<file path="src/dma_pkg.sv">
package dma_pkg;

	// Widths and depths.
	localparam int NUM_CH     = 8;
	localparam int CH_W       = 3;
	localparam int CNT_W      = 16;
	localparam int DATA_W     = 32;
	localparam int FIFO_DEPTH = 4;
	localparam int WAIT_W     = 4;
	localparam int CYC_W      = 5;
	localparam int PIECE_W    = 5;
	localparam int IRQ_W      = 4;

	// Recognition latencies in bus clock periods.
	localparam int EXT_REQ_LAT = 4;
	localparam int PERIPH_LAT  = 2;
	localparam int NMI_LAT     = 2;

	// On-chip RAM access lengths in bus clock periods.
	localparam logic [CYC_W-1:0] RAM_RD_FULL = 5'h03;
	localparam logic [CYC_W-1:0] RAM_WR_FULL = 5'h02;
	localparam logic [CYC_W-1:0] RAM_RD_MID  = 5'h02;
	localparam logic [CYC_W-1:0] RAM_WR_MID  = 5'h02;
	localparam logic [CYC_W-1:0] RAM_SLOW    = 5'h01;

	// Values after reset.
	localparam logic [CNT_W-1:0] COUNT_RESET = 16'h0000;

	typedef enum logic [1:0] {SIZE_BYTE, SIZE_WORD, SIZE_LONG, SIZE_16B}
		xfer_size_t;
	typedef enum logic [1:0] {WIDTH_8, WIDTH_16, WIDTH_32} dev_width_t;
	typedef enum logic [1:0] {MEM_NORMAL, MEM_MPX, MEM_BURST_MPX, MEM_ONCHIP}
		mem_type_t;
	typedef enum logic [1:0] {RATIO_1_1, RATIO_1_2, RATIO_1_4, RATIO_SLOWER}
		clk_ratio_t;
	typedef enum {S_IDLE, S_ADDR, S_ACCESS, S_GAP} eng_state_t;

	typedef struct packed {
		logic       channelEnable;
		logic       requestEdgeSelect;
		logic       finishIrqEnable;
		logic       halfDoneIrqEnable;
		logic       periphSource;
		logic       reloadOn;
		logic       readAccess;
		xfer_size_t size;
		dev_width_t width;
		mem_type_t  memType;
	} chan_cfg_t;

	typedef struct packed {
		logic chipSelect;
		logic requestAck;
		logic transferEnd;
	} bus_pins_t;

endpackage

</file>
<file path="src/dma_request_timing_and_irq.sv">
`timescale 1ns/1ps
// Notes on behaviour
// - External bus cycle length uses the same wait settings as processor cycles.
// - Split a unit into several bus cycles when it is wider than the device.
// - With chip select negated between pieces, acknowledge and end pulse per piece.
// - Level request with split acknowledge may overrun by one transfer at most.
// - Each channel has separate finish and half-way interrupt lines.
// - Finish interrupt is requested while end flag and its enable are both set.
// - Half interrupt is requested while half flag and its enable are both set.
// - Clearing an interrupt flag to zero withdraws the matching request.
// - Lower channel ranks first, finish above half within a channel; channel 0 finish highest, channel 7 half lowest.
// - For multiplexed address/data memory, acknowledge asserts in the data phase.
// - For all other memory, acknowledge follows the chip select timing.
// - Transfer end output always follows the chip select timing.
// - NMI beats a simultaneous activation: flag set, channel not started.
// - NMI stop is recognised within two bus clock periods.
// - External pin activation is recognised in four bus clock periods.
// - Peripheral activation is recognised in one bus plus one peripheral period.
// - On-chip RAM cycles: 1:1 read 3 write 2; 1/2, 1/4 two; slower one.

module dma_fifo #(
	parameter int WIDTH = 32,
	parameter int DEPTH = 4
) (
	// Clock and reset
	input  wire logic             clk,
	input  wire logic             reset_n,
	// Fill side
	input  wire logic             inValid,
	output logic                  inReady,
	input  wire logic [WIDTH-1:0] inData,
	// Drain side
	output logic                  outValid,
	input  wire logic             outReady,
	output logic [WIDTH-1:0]      outData
);
	localparam int AW = $clog2(DEPTH);

	logic [WIDTH-1:0] mem [DEPTH];
	logic [AW-1:0]    wrPtr_q;
	logic [AW-1:0]    rdPtr_q;
	logic [AW:0]      used_q;
	logic             wrEn;
	logic             rdEn;

	assign inReady  = used_q != (AW+1)'(DEPTH);
	assign outValid = used_q != '0;
	assign outData  = mem[rdPtr_q];
	assign wrEn     = inValid & inReady;
	assign rdEn     = outValid & outReady;

	always_ff @(posedge clk) begin
		if (wrEn) begin
			mem[wrPtr_q] <= inData;
		end
	end

	always_ff @(posedge clk) begin
		if (!reset_n) begin
			wrPtr_q <= '0;
			rdPtr_q <= '0;
			used_q  <= '0;
		end else begin
			if (wrEn) begin
				wrPtr_q <= (wrPtr_q == AW'(DEPTH - 1)) ? '0 : wrPtr_q + 1'b1;
			end
			if (rdEn) begin
				rdPtr_q <= (rdPtr_q == AW'(DEPTH - 1)) ? '0 : rdPtr_q + 1'b1;
			end
			used_q <= used_q + {{AW{1'b0}}, wrEn} - {{AW{1'b0}}, rdEn};
		end
	end
endmodule

module dma_request_timing_and_irq import dma_pkg::*; (
	// Clock and reset
	input  wire logic                clk,
	input  wire logic                reset_n,
	// Channel settings
	input  wire chan_cfg_t           chanCfg [NUM_CH],
	input  wire logic [CNT_W-1:0]    countInit [NUM_CH],
	input  wire logic [CNT_W-1:0]    reloadCount [NUM_CH],
	input  wire logic [NUM_CH-1:0]   countLoad,
	// Bus state controller settings
	input  wire logic [WAIT_W-1:0]   waitStates,
	input  wire logic                csNegateBetween,
	input  wire clk_ratio_t          clkRatio,
	// Transfer requests
	input  wire logic [NUM_CH-1:0]   transferRequest_n,
	input  wire logic [NUM_CH-1:0]   periphRequest,
	// Non-maskable interrupt
	input  wire logic                nmiPin,
	input  wire logic                nmiFlagClear,
	output logic                     nmiFlag,
	// Flags and interrupts
	input  wire logic [NUM_CH-1:0]   transferEndFlagClear,
	input  wire logic [NUM_CH-1:0]   halfDoneFlagClear,
	output logic [NUM_CH-1:0]        transferEndFlag,
	output logic [NUM_CH-1:0]        halfDoneFlag,
	output logic [NUM_CH-1:0]        finishInterrupt,
	output logic [NUM_CH-1:0]        halfInterrupt,
	output logic                     topIrqValid,
	output logic [IRQ_W-1:0]         topIrqSource,
	// External bus
	output bus_pins_t                busPins,
	output logic                     busActive,
	output logic [CH_W-1:0]          busChannel,
	input  wire logic [DATA_W-1:0]   busRdData,
	// Read data stream
	output logic                     streamValid,
	input  wire logic                streamReady,
	output logic [DATA_W-1:0]        streamData
);
	eng_state_t          state_q;
	logic [CH_W-1:0]     curCh_q;
	logic [PIECE_W-1:0]  piecesLeft_q;
	logic [CYC_W-1:0]    cycLeft_q;
	logic [NUM_CH-1:0]   pending_q;
	logic [NUM_CH-1:0]   teFlag_q;
	logic [NUM_CH-1:0]   heFlag_q;
	logic [NUM_CH-1:0]   unitDone;
	logic [CNT_W-1:0]    count_q [NUM_CH];
	logic [CNT_W-1:0]    halfMark_q [NUM_CH];
	logic                nmiSync1_q;
	logic                nmiSync2_q;
	logic                nmiPrev_q;
	logic                nmiFlag_q;
	logic                nmiEvent;
	logic                nmiBlock;
	logic                grantValid;
	logic                grantGo;
	logic [CH_W-1:0]     grantCh;
	chan_cfg_t           cur;
	chan_cfg_t           nxt;
	logic                curMpx;
	logic                curExt;
	logic                pieceEnd;
	logic                lastPiece;
	logic                fifoInReady;

	function automatic logic isMpx(mem_type_t m);
		return (m == MEM_MPX) || (m == MEM_BURST_MPX);
	endfunction

	// Bus cycles needed for one transfer unit.
	function automatic logic [PIECE_W-1:0] pieceCount(chan_cfg_t c);
		logic [2:0] u;
		logic [2:0] d;
		u = (c.size == SIZE_16B) ? 3'h4 : {1'b0, c.size};
		d = {1'b0, c.width};
		if (c.memType == MEM_ONCHIP || u <= d) begin
			return PIECE_W'(1);
		end
		return PIECE_W'(1) << (u - d);
	endfunction

	// Length of one bus cycle in bus clock periods.
	function automatic logic [CYC_W-1:0] cycLen(chan_cfg_t c, clk_ratio_t r,
			logic [WAIT_W-1:0] w);
		if (c.memType != MEM_ONCHIP) begin
			return {1'b0, w} + 5'h01;
		end
		unique case (r)
			RATIO_1_1: return c.readAccess ? RAM_RD_FULL : RAM_WR_FULL;
			RATIO_1_2,
			RATIO_1_4: return c.readAccess ? RAM_RD_MID : RAM_WR_MID;
			RATIO_SLOWER: return RAM_SLOW;
		endcase
	endfunction

	assign cur       = chanCfg[curCh_q];
	assign nxt       = chanCfg[grantCh];
	assign curMpx    = isMpx(cur.memType);
	assign curExt    = cur.memType != MEM_ONCHIP;
	assign lastPiece = piecesLeft_q == PIECE_W'(1);
	// A read piece cannot end while the buffer is full, so the stall
	// stretches the bus cycle instead of dropping data.
	assign pieceEnd  = (state_q == S_ACCESS) && (cycLeft_q == CYC_W'(1))
		&& (!cur.readAccess || fifoInReady);

	// NMI synchroniser and flag; a new NMI wins over a clear.
	assign nmiEvent = nmiSync2_q & ~nmiPrev_q;
	assign nmiBlock = nmiEvent | nmiFlag_q;
	assign nmiFlag  = nmiFlag_q;

	always_ff @(posedge clk) begin
		if (!reset_n) begin
			nmiSync1_q <= 1'b0;
			nmiSync2_q <= 1'b0;
			nmiPrev_q  <= 1'b0;
		end else begin
			nmiSync1_q <= nmiPin;
			nmiSync2_q <= nmiSync1_q;
			nmiPrev_q  <= nmiSync2_q;
		end
	end

	always_ff @(posedge clk) begin
		if (!reset_n) begin
			nmiFlag_q <= 1'b0;
		end else if (nmiEvent) begin
			nmiFlag_q <= 1'b1;
		end else if (nmiFlagClear) begin
			nmiFlag_q <= 1'b0;
		end
	end

	// Fixed channel order: the lowest pending channel wins.
	always_comb begin
		grantValid = 1'b0;
		grantCh    = '0;
		for (int i = NUM_CH - 1; i >= 0; i--) begin
			if (pending_q[i]) begin
				grantValid = 1'b1;
				grantCh    = CH_W'(i);
			end
		end
	end

	assign grantGo = grantValid && state_q == S_IDLE && !nmiBlock
		&& fifoInReady;

	// Bus engine.
	always_ff @(posedge clk) begin
		if (!reset_n) begin
			state_q      <= S_IDLE;
			curCh_q      <= '0;
			piecesLeft_q <= '0;
			cycLeft_q    <= '0;
		end else begin
			unique case (state_q)
				S_IDLE: begin
					if (grantGo) begin
						curCh_q      <= grantCh;
						piecesLeft_q <= pieceCount(nxt);
						cycLeft_q    <= cycLen(nxt, clkRatio, waitStates);
						state_q      <= isMpx(nxt.memType) ? S_ADDR : S_ACCESS;
					end
				end
				S_ADDR: begin
					state_q <= S_ACCESS;
				end
				S_ACCESS: begin
					if (pieceEnd && lastPiece) begin
						state_q <= S_IDLE;
					end else if (pieceEnd) begin
						piecesLeft_q <= piecesLeft_q - PIECE_W'(1);
						cycLeft_q    <= cycLen(cur, clkRatio, waitStates);
						if (csNegateBetween && curExt) begin
							state_q <= S_GAP;
						end else if (curMpx) begin
							state_q <= S_ADDR;
						end
					end else if (cycLeft_q > CYC_W'(1)) begin
						cycLeft_q <= cycLeft_q - CYC_W'(1);
					end
				end
				S_GAP: begin
					state_q <= curMpx ? S_ADDR : S_ACCESS;
				end
			endcase
		end
	end

	// Pins follow the engine state; on-chip RAM cycles drive no pins.
	always_comb begin
		busPins.chipSelect  = curExt
			&& (state_q == S_ADDR || state_q == S_ACCESS);
		busPins.requestAck  = curMpx ? (state_q == S_ACCESS)
			: busPins.chipSelect;
		busPins.transferEnd = busPins.chipSelect
			&& count_q[curCh_q] == CNT_W'(1);
	end

	assign busActive  = state_q != S_IDLE;
	assign busChannel = curCh_q;

	dma_fifo #(
		.WIDTH (DATA_W),
		.DEPTH (FIFO_DEPTH)
	) readBuffer (
		.clk      (clk),
		.reset_n  (reset_n),
		.inValid  (pieceEnd && cur.readAccess),
		.inReady  (fifoInReady),
		.inData   (busRdData),
		.outValid (streamValid),
		.outReady (streamReady),
		.outData  (streamData)
	);

	// Per-channel request detection, counting and flags.
	for (genvar i = 0; i < NUM_CH; i++) begin : g_ch
		logic reqSync1_q;
		logic reqSync2_q;
		logic reqStage3_q;
		logic reqStage4_q;
		logic periphStage_q;
		logic extTrig;
		logic trig;
		logic busyHere;
		logic canAct;
		logic [CNT_W-1:0] countNext;

		always_ff @(posedge clk) begin
			if (!reset_n) begin
				reqSync1_q    <= 1'b0;
				reqSync2_q    <= 1'b0;
				reqStage3_q   <= 1'b0;
				reqStage4_q   <= 1'b0;
				periphStage_q <= 1'b0;
			end else begin
				reqSync1_q    <= ~transferRequest_n[i];
				reqSync2_q    <= reqSync1_q;
				reqStage3_q   <= reqSync2_q;
				reqStage4_q   <= reqStage3_q;
				periphStage_q <= periphRequest[i];
			end
		end

		assign extTrig  = chanCfg[i].requestEdgeSelect
			? (reqStage3_q & ~reqStage4_q) : reqStage3_q;
		assign trig     = chanCfg[i].periphSource ? periphStage_q : extTrig;
		assign busyHere = state_q != S_IDLE && curCh_q == CH_W'(i);
		assign canAct   = chanCfg[i].channelEnable && !teFlag_q[i] && !nmiBlock;
		assign unitDone[i] = pieceEnd && lastPiece && curCh_q == CH_W'(i);
		assign countNext   = count_q[i] - CNT_W'(1);

		// A level request is looked at again only once the unit is over,
		// which is where the single overrun comes from.
		always_ff @(posedge clk) begin
			if (!reset_n) begin
				pending_q[i] <= 1'b0;
			end else if (!chanCfg[i].channelEnable) begin
				pending_q[i] <= 1'b0;
			end else if (grantGo && grantCh == CH_W'(i)) begin
				pending_q[i] <= 1'b0;
			end else if (trig && canAct && (chanCfg[i].requestEdgeSelect
					|| chanCfg[i].periphSource || !busyHere)) begin
				pending_q[i] <= 1'b1;
			end
		end

		always_ff @(posedge clk) begin
			if (!reset_n) begin
				count_q[i]    <= COUNT_RESET;
				halfMark_q[i] <= COUNT_RESET;
			end else if (countLoad[i]) begin
				count_q[i]    <= countInit[i];
				halfMark_q[i] <= countInit[i] >> 1;
			end else if (unitDone[i] && countNext == '0
					&& chanCfg[i].reloadOn) begin
				count_q[i]    <= reloadCount[i];
				halfMark_q[i] <= reloadCount[i] >> 1;
			end else if (unitDone[i]) begin
				count_q[i] <= countNext;
			end
		end

		always_ff @(posedge clk) begin
			if (!reset_n) begin
				teFlag_q[i] <= 1'b0;
			end else if (unitDone[i] && countNext == '0) begin
				teFlag_q[i] <= 1'b1;
			end else if (transferEndFlagClear[i]) begin
				teFlag_q[i] <= 1'b0;
			end
		end

		always_ff @(posedge clk) begin
			if (!reset_n) begin
				heFlag_q[i] <= 1'b0;
			end else if (unitDone[i] && countNext == halfMark_q[i]) begin
				heFlag_q[i] <= 1'b1;
			end else if (halfDoneFlagClear[i]) begin
				heFlag_q[i] <= 1'b0;
			end
		end

		assign finishInterrupt[i] = teFlag_q[i]
			& chanCfg[i].finishIrqEnable;
		assign halfInterrupt[i]   = heFlag_q[i]
			& chanCfg[i].halfDoneIrqEnable;

		a_finish_irq_set: assert property (@(posedge clk) disable iff (!reset_n)
			unitDone[i] && countNext == '0 && chanCfg[i].finishIrqEnable
			|=> finishInterrupt[i])
			else $error("finish interrupt missing after last unit");

		a_half_irq_set: assert property (@(posedge clk) disable iff (!reset_n)
			unitDone[i] && countNext == halfMark_q[i]
			&& chanCfg[i].halfDoneIrqEnable
			|=> halfInterrupt[i])
			else $error("half interrupt missing with flag set");

		a_flag_clear_drop: assert property (@(posedge clk) disable iff (!reset_n)
			transferEndFlagClear[i] && !unitDone[i] |=> !finishInterrupt[i])
			else $error("finish interrupt kept after clear");

		a_ext_req_latency: assert property (@(posedge clk) disable iff (!reset_n)
			$rose(pending_q[i]) && !chanCfg[i].periphSource
			&& chanCfg[i].requestEdgeSelect
			|-> !$past(transferRequest_n[i], 4)
			&& $past(transferRequest_n[i], 5))
			else $error("pin request not recognised after four cycles");

		a_periph_latency: assert property (@(posedge clk) disable iff (!reset_n)
			$rose(pending_q[i]) && chanCfg[i].periphSource
			|-> $past(periphRequest[i], 2))
			else $error("peripheral request not recognised after two cycles");
	end

	assign transferEndFlag = teFlag_q;
	assign halfDoneFlag    = heFlag_q;

	// Highest pending source: lower channel first, finish above half within a channel.
	always_comb begin
		topIrqValid  = 1'b0;
		topIrqSource = '0;
		for (int i = NUM_CH - 1; i >= 0; i--) begin
			if (halfInterrupt[i]) begin
				topIrqValid  = 1'b1;
				topIrqSource = IRQ_W'(2 * i + 1);
			end
			if (finishInterrupt[i]) begin
				topIrqValid  = 1'b1;
				topIrqSource = IRQ_W'(2 * i);
			end
		end
	end

	a_nmi_stop_latency: assert property (@(posedge clk) disable iff (!reset_n)
		$past(nmiPin, 2) && !$past(nmiPin, 3) |-> !grantGo)
		else $error("activation not stopped two cycles after NMI");

	a_nmi_holds_idle: assert property (@(posedge clk) disable iff (!reset_n)
		state_q == S_IDLE && nmiFlag_q |=> state_q == S_IDLE)
		else $error("channel activated while NMI flag set");

	a_mpx_ack_data: assert property (@(posedge clk) disable iff (!reset_n)
		busPins.requestAck && curMpx |-> state_q == S_ACCESS
		&& $past(state_q) != S_IDLE)
		else $error("multiplexed acknowledge outside data phase");

	a_ack_follows_cs: assert property (@(posedge clk) disable iff (!reset_n)
		!curMpx |-> busPins.requestAck == busPins.chipSelect)
		else $error("acknowledge differs from chip select");

	a_transfer_end_output_follows_cs: assert property (@(posedge clk) disable iff (!reset_n)
		busPins.transferEnd |-> busPins.chipSelect)
		else $error("transfer end asserted without chip select");

	a_split_gap: assert property (@(posedge clk) disable iff (!reset_n)
		state_q == S_GAP |-> !busPins.chipSelect && !busPins.requestAck
		&& !busPins.transferEnd ##1 state_q != S_GAP)
		else $error("strobes not split between pieces");

	a_ram_read_full: assert property (@(posedge clk) disable iff (!reset_n)
		state_q == S_IDLE && grantGo && nxt.memType == MEM_ONCHIP
		&& nxt.readAccess && clkRatio == RATIO_1_1
		|=> (state_q == S_ACCESS) [*3])
		else $error("on-chip RAM read at 1:1 shorter than three cycles");
endmodule

</file>
<file path="config.mk">
export PLATFORM = sky130hd
export DESIGN_NAME = dma_request_timing_and_irq
export DESIGN_NICKNAME = d
export VERILOG_FILES = /design/src/dma_pkg.sv /design/src/dma_request_timing_and_irq.sv
export SDC_FILE = /design/constraint.sdc
export NUM_CORES = 1
export LEC_CHECK = 0
export BUFFER_PORTS_ARGS = -buffer_cell sky130_fd_sc_hd__buf_2
export CAP_MARGIN = 20
export CELL_PAD_IN_SITES_DETAIL_PLACEMENT = 1
export CELL_PAD_IN_SITES_GLOBAL_PLACEMENT = 1
export CORE_MARGIN = 2
export CORE_UTILIZATION = 47
export DETAILED_ROUTE_END_ITERATION = 12
export PLACE_DENSITY_LB_ADDON = 0.1
export RECOVER_POWER = 25
export SETUP_SLACK_MARGIN = 0.4
export SLEW_MARGIN = 20
export SYNTH_ARGS = -nofsm -noshare
export SYNTH_HDL_FRONTEND = slang
export SYNTH_SLANG_ARGS = --single-unit
</file>
<file path="constraint.sdc">
create_clock -name clk -period 5.5 [get_ports clk]
set_input_delay 0.275 -clock clk [delete_from_list [all_inputs] [get_ports clk]]
set_output_delay 0.275 -clock clk [all_outputs]
set_load 0.005 [all_outputs]
</file>
==> results.toml <==
[floorplan]
fp.dieH_um = 237
die_w_um = 237
die-area_um2 = 56200
placementRows = 85
start_util_pct = 47.4
coreArea_um2 = 53800
ios = 522

[routing]
vias_per_cell = 5.97
drtAntennaViolNets = 0
totalWireLength_um = 95000
drt_iter0_drc = 1403
wire_per_inst_um = 25.5
via_count = 22275
drc = 0
drt_pass1_iterations = 5

[setup_path]
critical_path_class = "reg -> reg"
startpoint_type = "register"
crit_fanout = 15
worstPathRequired_ns = 5.96
slowest_stage = "nor3b_4"
end_kind = "register"
rrSetupSlack_ns = 0.76
slowest_delay_ns = 0.78
worstReg2RegStart = "busChannel[1]$_SDFFE_PN0P_"
worst_r2r_path_depth = 8
path_cells = "mux4_2, and2_1, nor4_2, o2111ai_1, or4b_4, nor3b_4, a22o_1, dlygate4sd3_1"
crit_arrival_ns = 5.20
reg2reg_to = "halfMark_q[0][59]$_DFFE_PP_"

[logic_synthesis]
yosysWarnings = 0
yosysMostFrequentCell = "edfxtp_1"
yosysUniqueCellTypes = 90
seq_area_frac_synth_pct = 51.7
syn_nets = 2711
yosysTopAreaCellShare_pct = 44.2
postSynthAreaPerCell_um2 = 11.5
synth_common_cells = "376 x edfxtp_1, 157 x nand2_1, 122 x nor2_1, 117 x xor2_1, 103 x o21bai_1"
async_reset_ff_share_pct = 0
synth_edf_count = 376
synth.area.top_cells = "edfxtp_1 44%, dfxtp_1 7.4%, xor2_1 4.0%"
netlist_area_um2 = 25500
synth_top_flop_cell = "edfxtp_1"
syn_inst = 2229
synth-seq-cells = 471
synth_top_area_cell = "edfxtp_1"

[grt]
antenna_found_initial = 22
globalRouteTotalUtil_pct = 33.4
grt_max_degree = 54
grt_first_pass_wirelength_um = 144000
grt_pass1_vias = 24169
grt_overflow = 0

[pwr]
p_per_area_nw_per_um2 = 297
vdd.ir_drop.worst_uv = 261
finalPower_mw = 9.73
p_leak_nw = 12.6

[clock_tree]
clkSinkCount = 471
clkTransAtPathRegs_ns = 0.06
clk_latency_ns = 0.62
cts_buffers = 52
cts_buffer_depth = 3
tritoncts = "built"
post_cts_buffers = 0
root_buffer = "clkbuf_16"
cts_resized = 0
h-tree-depth = 2
hold_buffers = 243

[placed_design]
dpl.hpwl_um = 67800
place_congestion = 0.927
io_buffers = 521
place_inst = 3367
dpl_worst_slack_ns = 1.14

[hold_path]
min_to = "halfMark_q[0][3]$_DFFE_PP_"
hold_class = "in -> reg"
hp-start = "reloadCount[116]"
whs_path_depth = 2

[timing]
rsz0062_at_grt = "false"
clock_skew_ns = 0.0321
slew_headroom_pct = -80.5
fin_crit_ns = 4.74
tightest_slew_ns = 2.71
setup_viol = 0
slew_violations = 87
fin_setup_tns_ns = 0
hold_violations = 0
fin_ws_ns = 0.764
fmax_ghz = 0.211
post-route-period-util_pct = 86.1

[outcome]
violations = "capacitance limit, slew limit"
status = "finished, violations left"

[cells_and_area]
syn_to_final_growth_pct = 28.5
nets = 3451
drive_gt1_share_pct = 21.8
fin_cells = 3730

[run]
maxCapViolations = 2
-- flip-flops by register name, indices dropped and copies added, names as in the netlist, 2 cells and up, named ones only --
signal and flops:
state_q 2, readBuffer.mem 128, cycLeft_q 5, readBuffer.wrPtr_q 2, g_ch.reqStage4_q 8, g_ch.reqStage3_q 8
halfMark_q 120, readBuffer.used_q 3, halfDoneFlag 8, pending_q 8, piecesLeft_q 5, count_q 128
busChannel 3, transferEndFlag 8, g_ch.reqSync1_q 8, readBuffer.rdPtr_q 2, g_ch.periphStage_q 8, g_ch.reqSync2_q 8
-- layout by cell type (no fill, tap or decap), types with 13 or more instances in the layout --
cell	synthesis	routed
nand3_1	56	56
or4_1	16	16
nand2_1	157	157
diode_2	0	22
xnor2_1	102	102
clkbuf_1	73	89
nand2b_1	23	23
or3_1	21	21
buf_4	1	17
clkbuf_16	0	54
a22o_1	97	97
a22o_4	18	18
inv_1	61	61
nand4_1	54	54
nor4_1	47	47
a21oi_1	44	44
mux4_2	38	38
a31oi_1	14	14
and2_0	0	24
buf_2	13	453
and2_1	70	46
o21bai_1	103	103
o21ai_0	59	59
o31ai_1	13	13
nand3b_1	18	18
dlygate4sd3_1	0	243
nor2_1	122	121
ha_1	36	36
nor3_1	75	75
nor2b_1	40	40
a21boi_0	13	13
dfxtp_1	95	95
xor2_1	117	117
edfxtp_1	376	376
-- per-stage QoR --
stage | util (%) | cell area, µm² | hold WS [ns]
2_1_floorplan | - | 25500 | 0.347
3_3_place_gp | 53.4 | 28800 | 0.414
3_5_place_dp | 53.4 | 28800 | 0.421
4_1_cts | 61.1 | 32900 | 0.0000215
6_report | 61.0 | 32800 | 0.0192
5_1_grt | 60.9 | 32800 | 0.00877
-- cell families (layout without fill, tap and decap cells) --
kind of cell    after synthesis  in the layout  share of synthesized area, %
mux                          52             52                          3.93
flops                       471            471                          51.7
simple gates                786            786                          17.0
other cells                   0             22                             0
fa+ha+maj                    38             38                          1.92
xor+xnor                    220            220                          7.60
buf+inv                     162            945                          2.55
compound gates              500            500                          15.4
-- how the worst max path moves through the flow --
stage / start / end / slack, ns / depth (start not counted)
after floorplan: count_q[1][0]$_DFFE_PP_ / count_q[1][6]$_DFFE_PP_ / 1.81 / 13
after global placement: busChannel[1]$_SDFFE_PN0P_ / count_q[3][1]$_DFFE_PP_ / 1.34 / 8
after detailed placement: busChannel[1]$_SDFFE_PN0P_ / halfMark_q[0][35]$_DFFE_PP_ / 1.14 / 8
after CTS: busChannel[1]$_SDFFE_PN0P_ / halfMark_q[0][48]$_DFFE_PP_ / 0.76 / 8
after global routing: busChannel[1]$_SDFFE_PN0P_ / count_q[3][0]$_DFFE_PP_ / 0.58 / 9
final: busChannel[1]$_SDFFE_PN0P_ / halfMark_q[0][59]$_DFFE_PP_ / 0.76 / 8
-- worst max-delay path, delay by kind of cell, from the launching register on --
kind | cells | cell delay (ns)
buffers and inverters | 1 | 0.56
and+or+nand+nor | 4 | 2.19
muxes | 1 | 0.59
DFF | 1 | 0.71
AOI/OAI and AO/OA | 2 | 0.51
-- power breakdown --
part           internal, mW  switching [mW]  total, mW
clock network          1.95            1.54       3.49
registers              4.07           0.216       4.29
logic                 0.883            1.08       1.96
-- layer usage --
layer	vias up	part of all wire, %	wire length, µm	track usage [%]
met2	814	51	48100	59.8
met5	-	0.044	42	0
met3	229	6.0	5740	6.48
met4	6	4.5	4260	14.7
met1	11206	39	36800	38.7
li1	10020	-	-	-
-- final cells by class --
type,instances,area [µm²]
diodes,22,55.1
clock buffers,73,1450
clock inverters,24,213
fillers,5778,21000
inverters,61,229
multi-input cells,1596,11700
flip-flops and latches,471,13200
well taps,696,871
repair buffers,787,5110
Note: power is estimated with default switching activity, not from simulation.
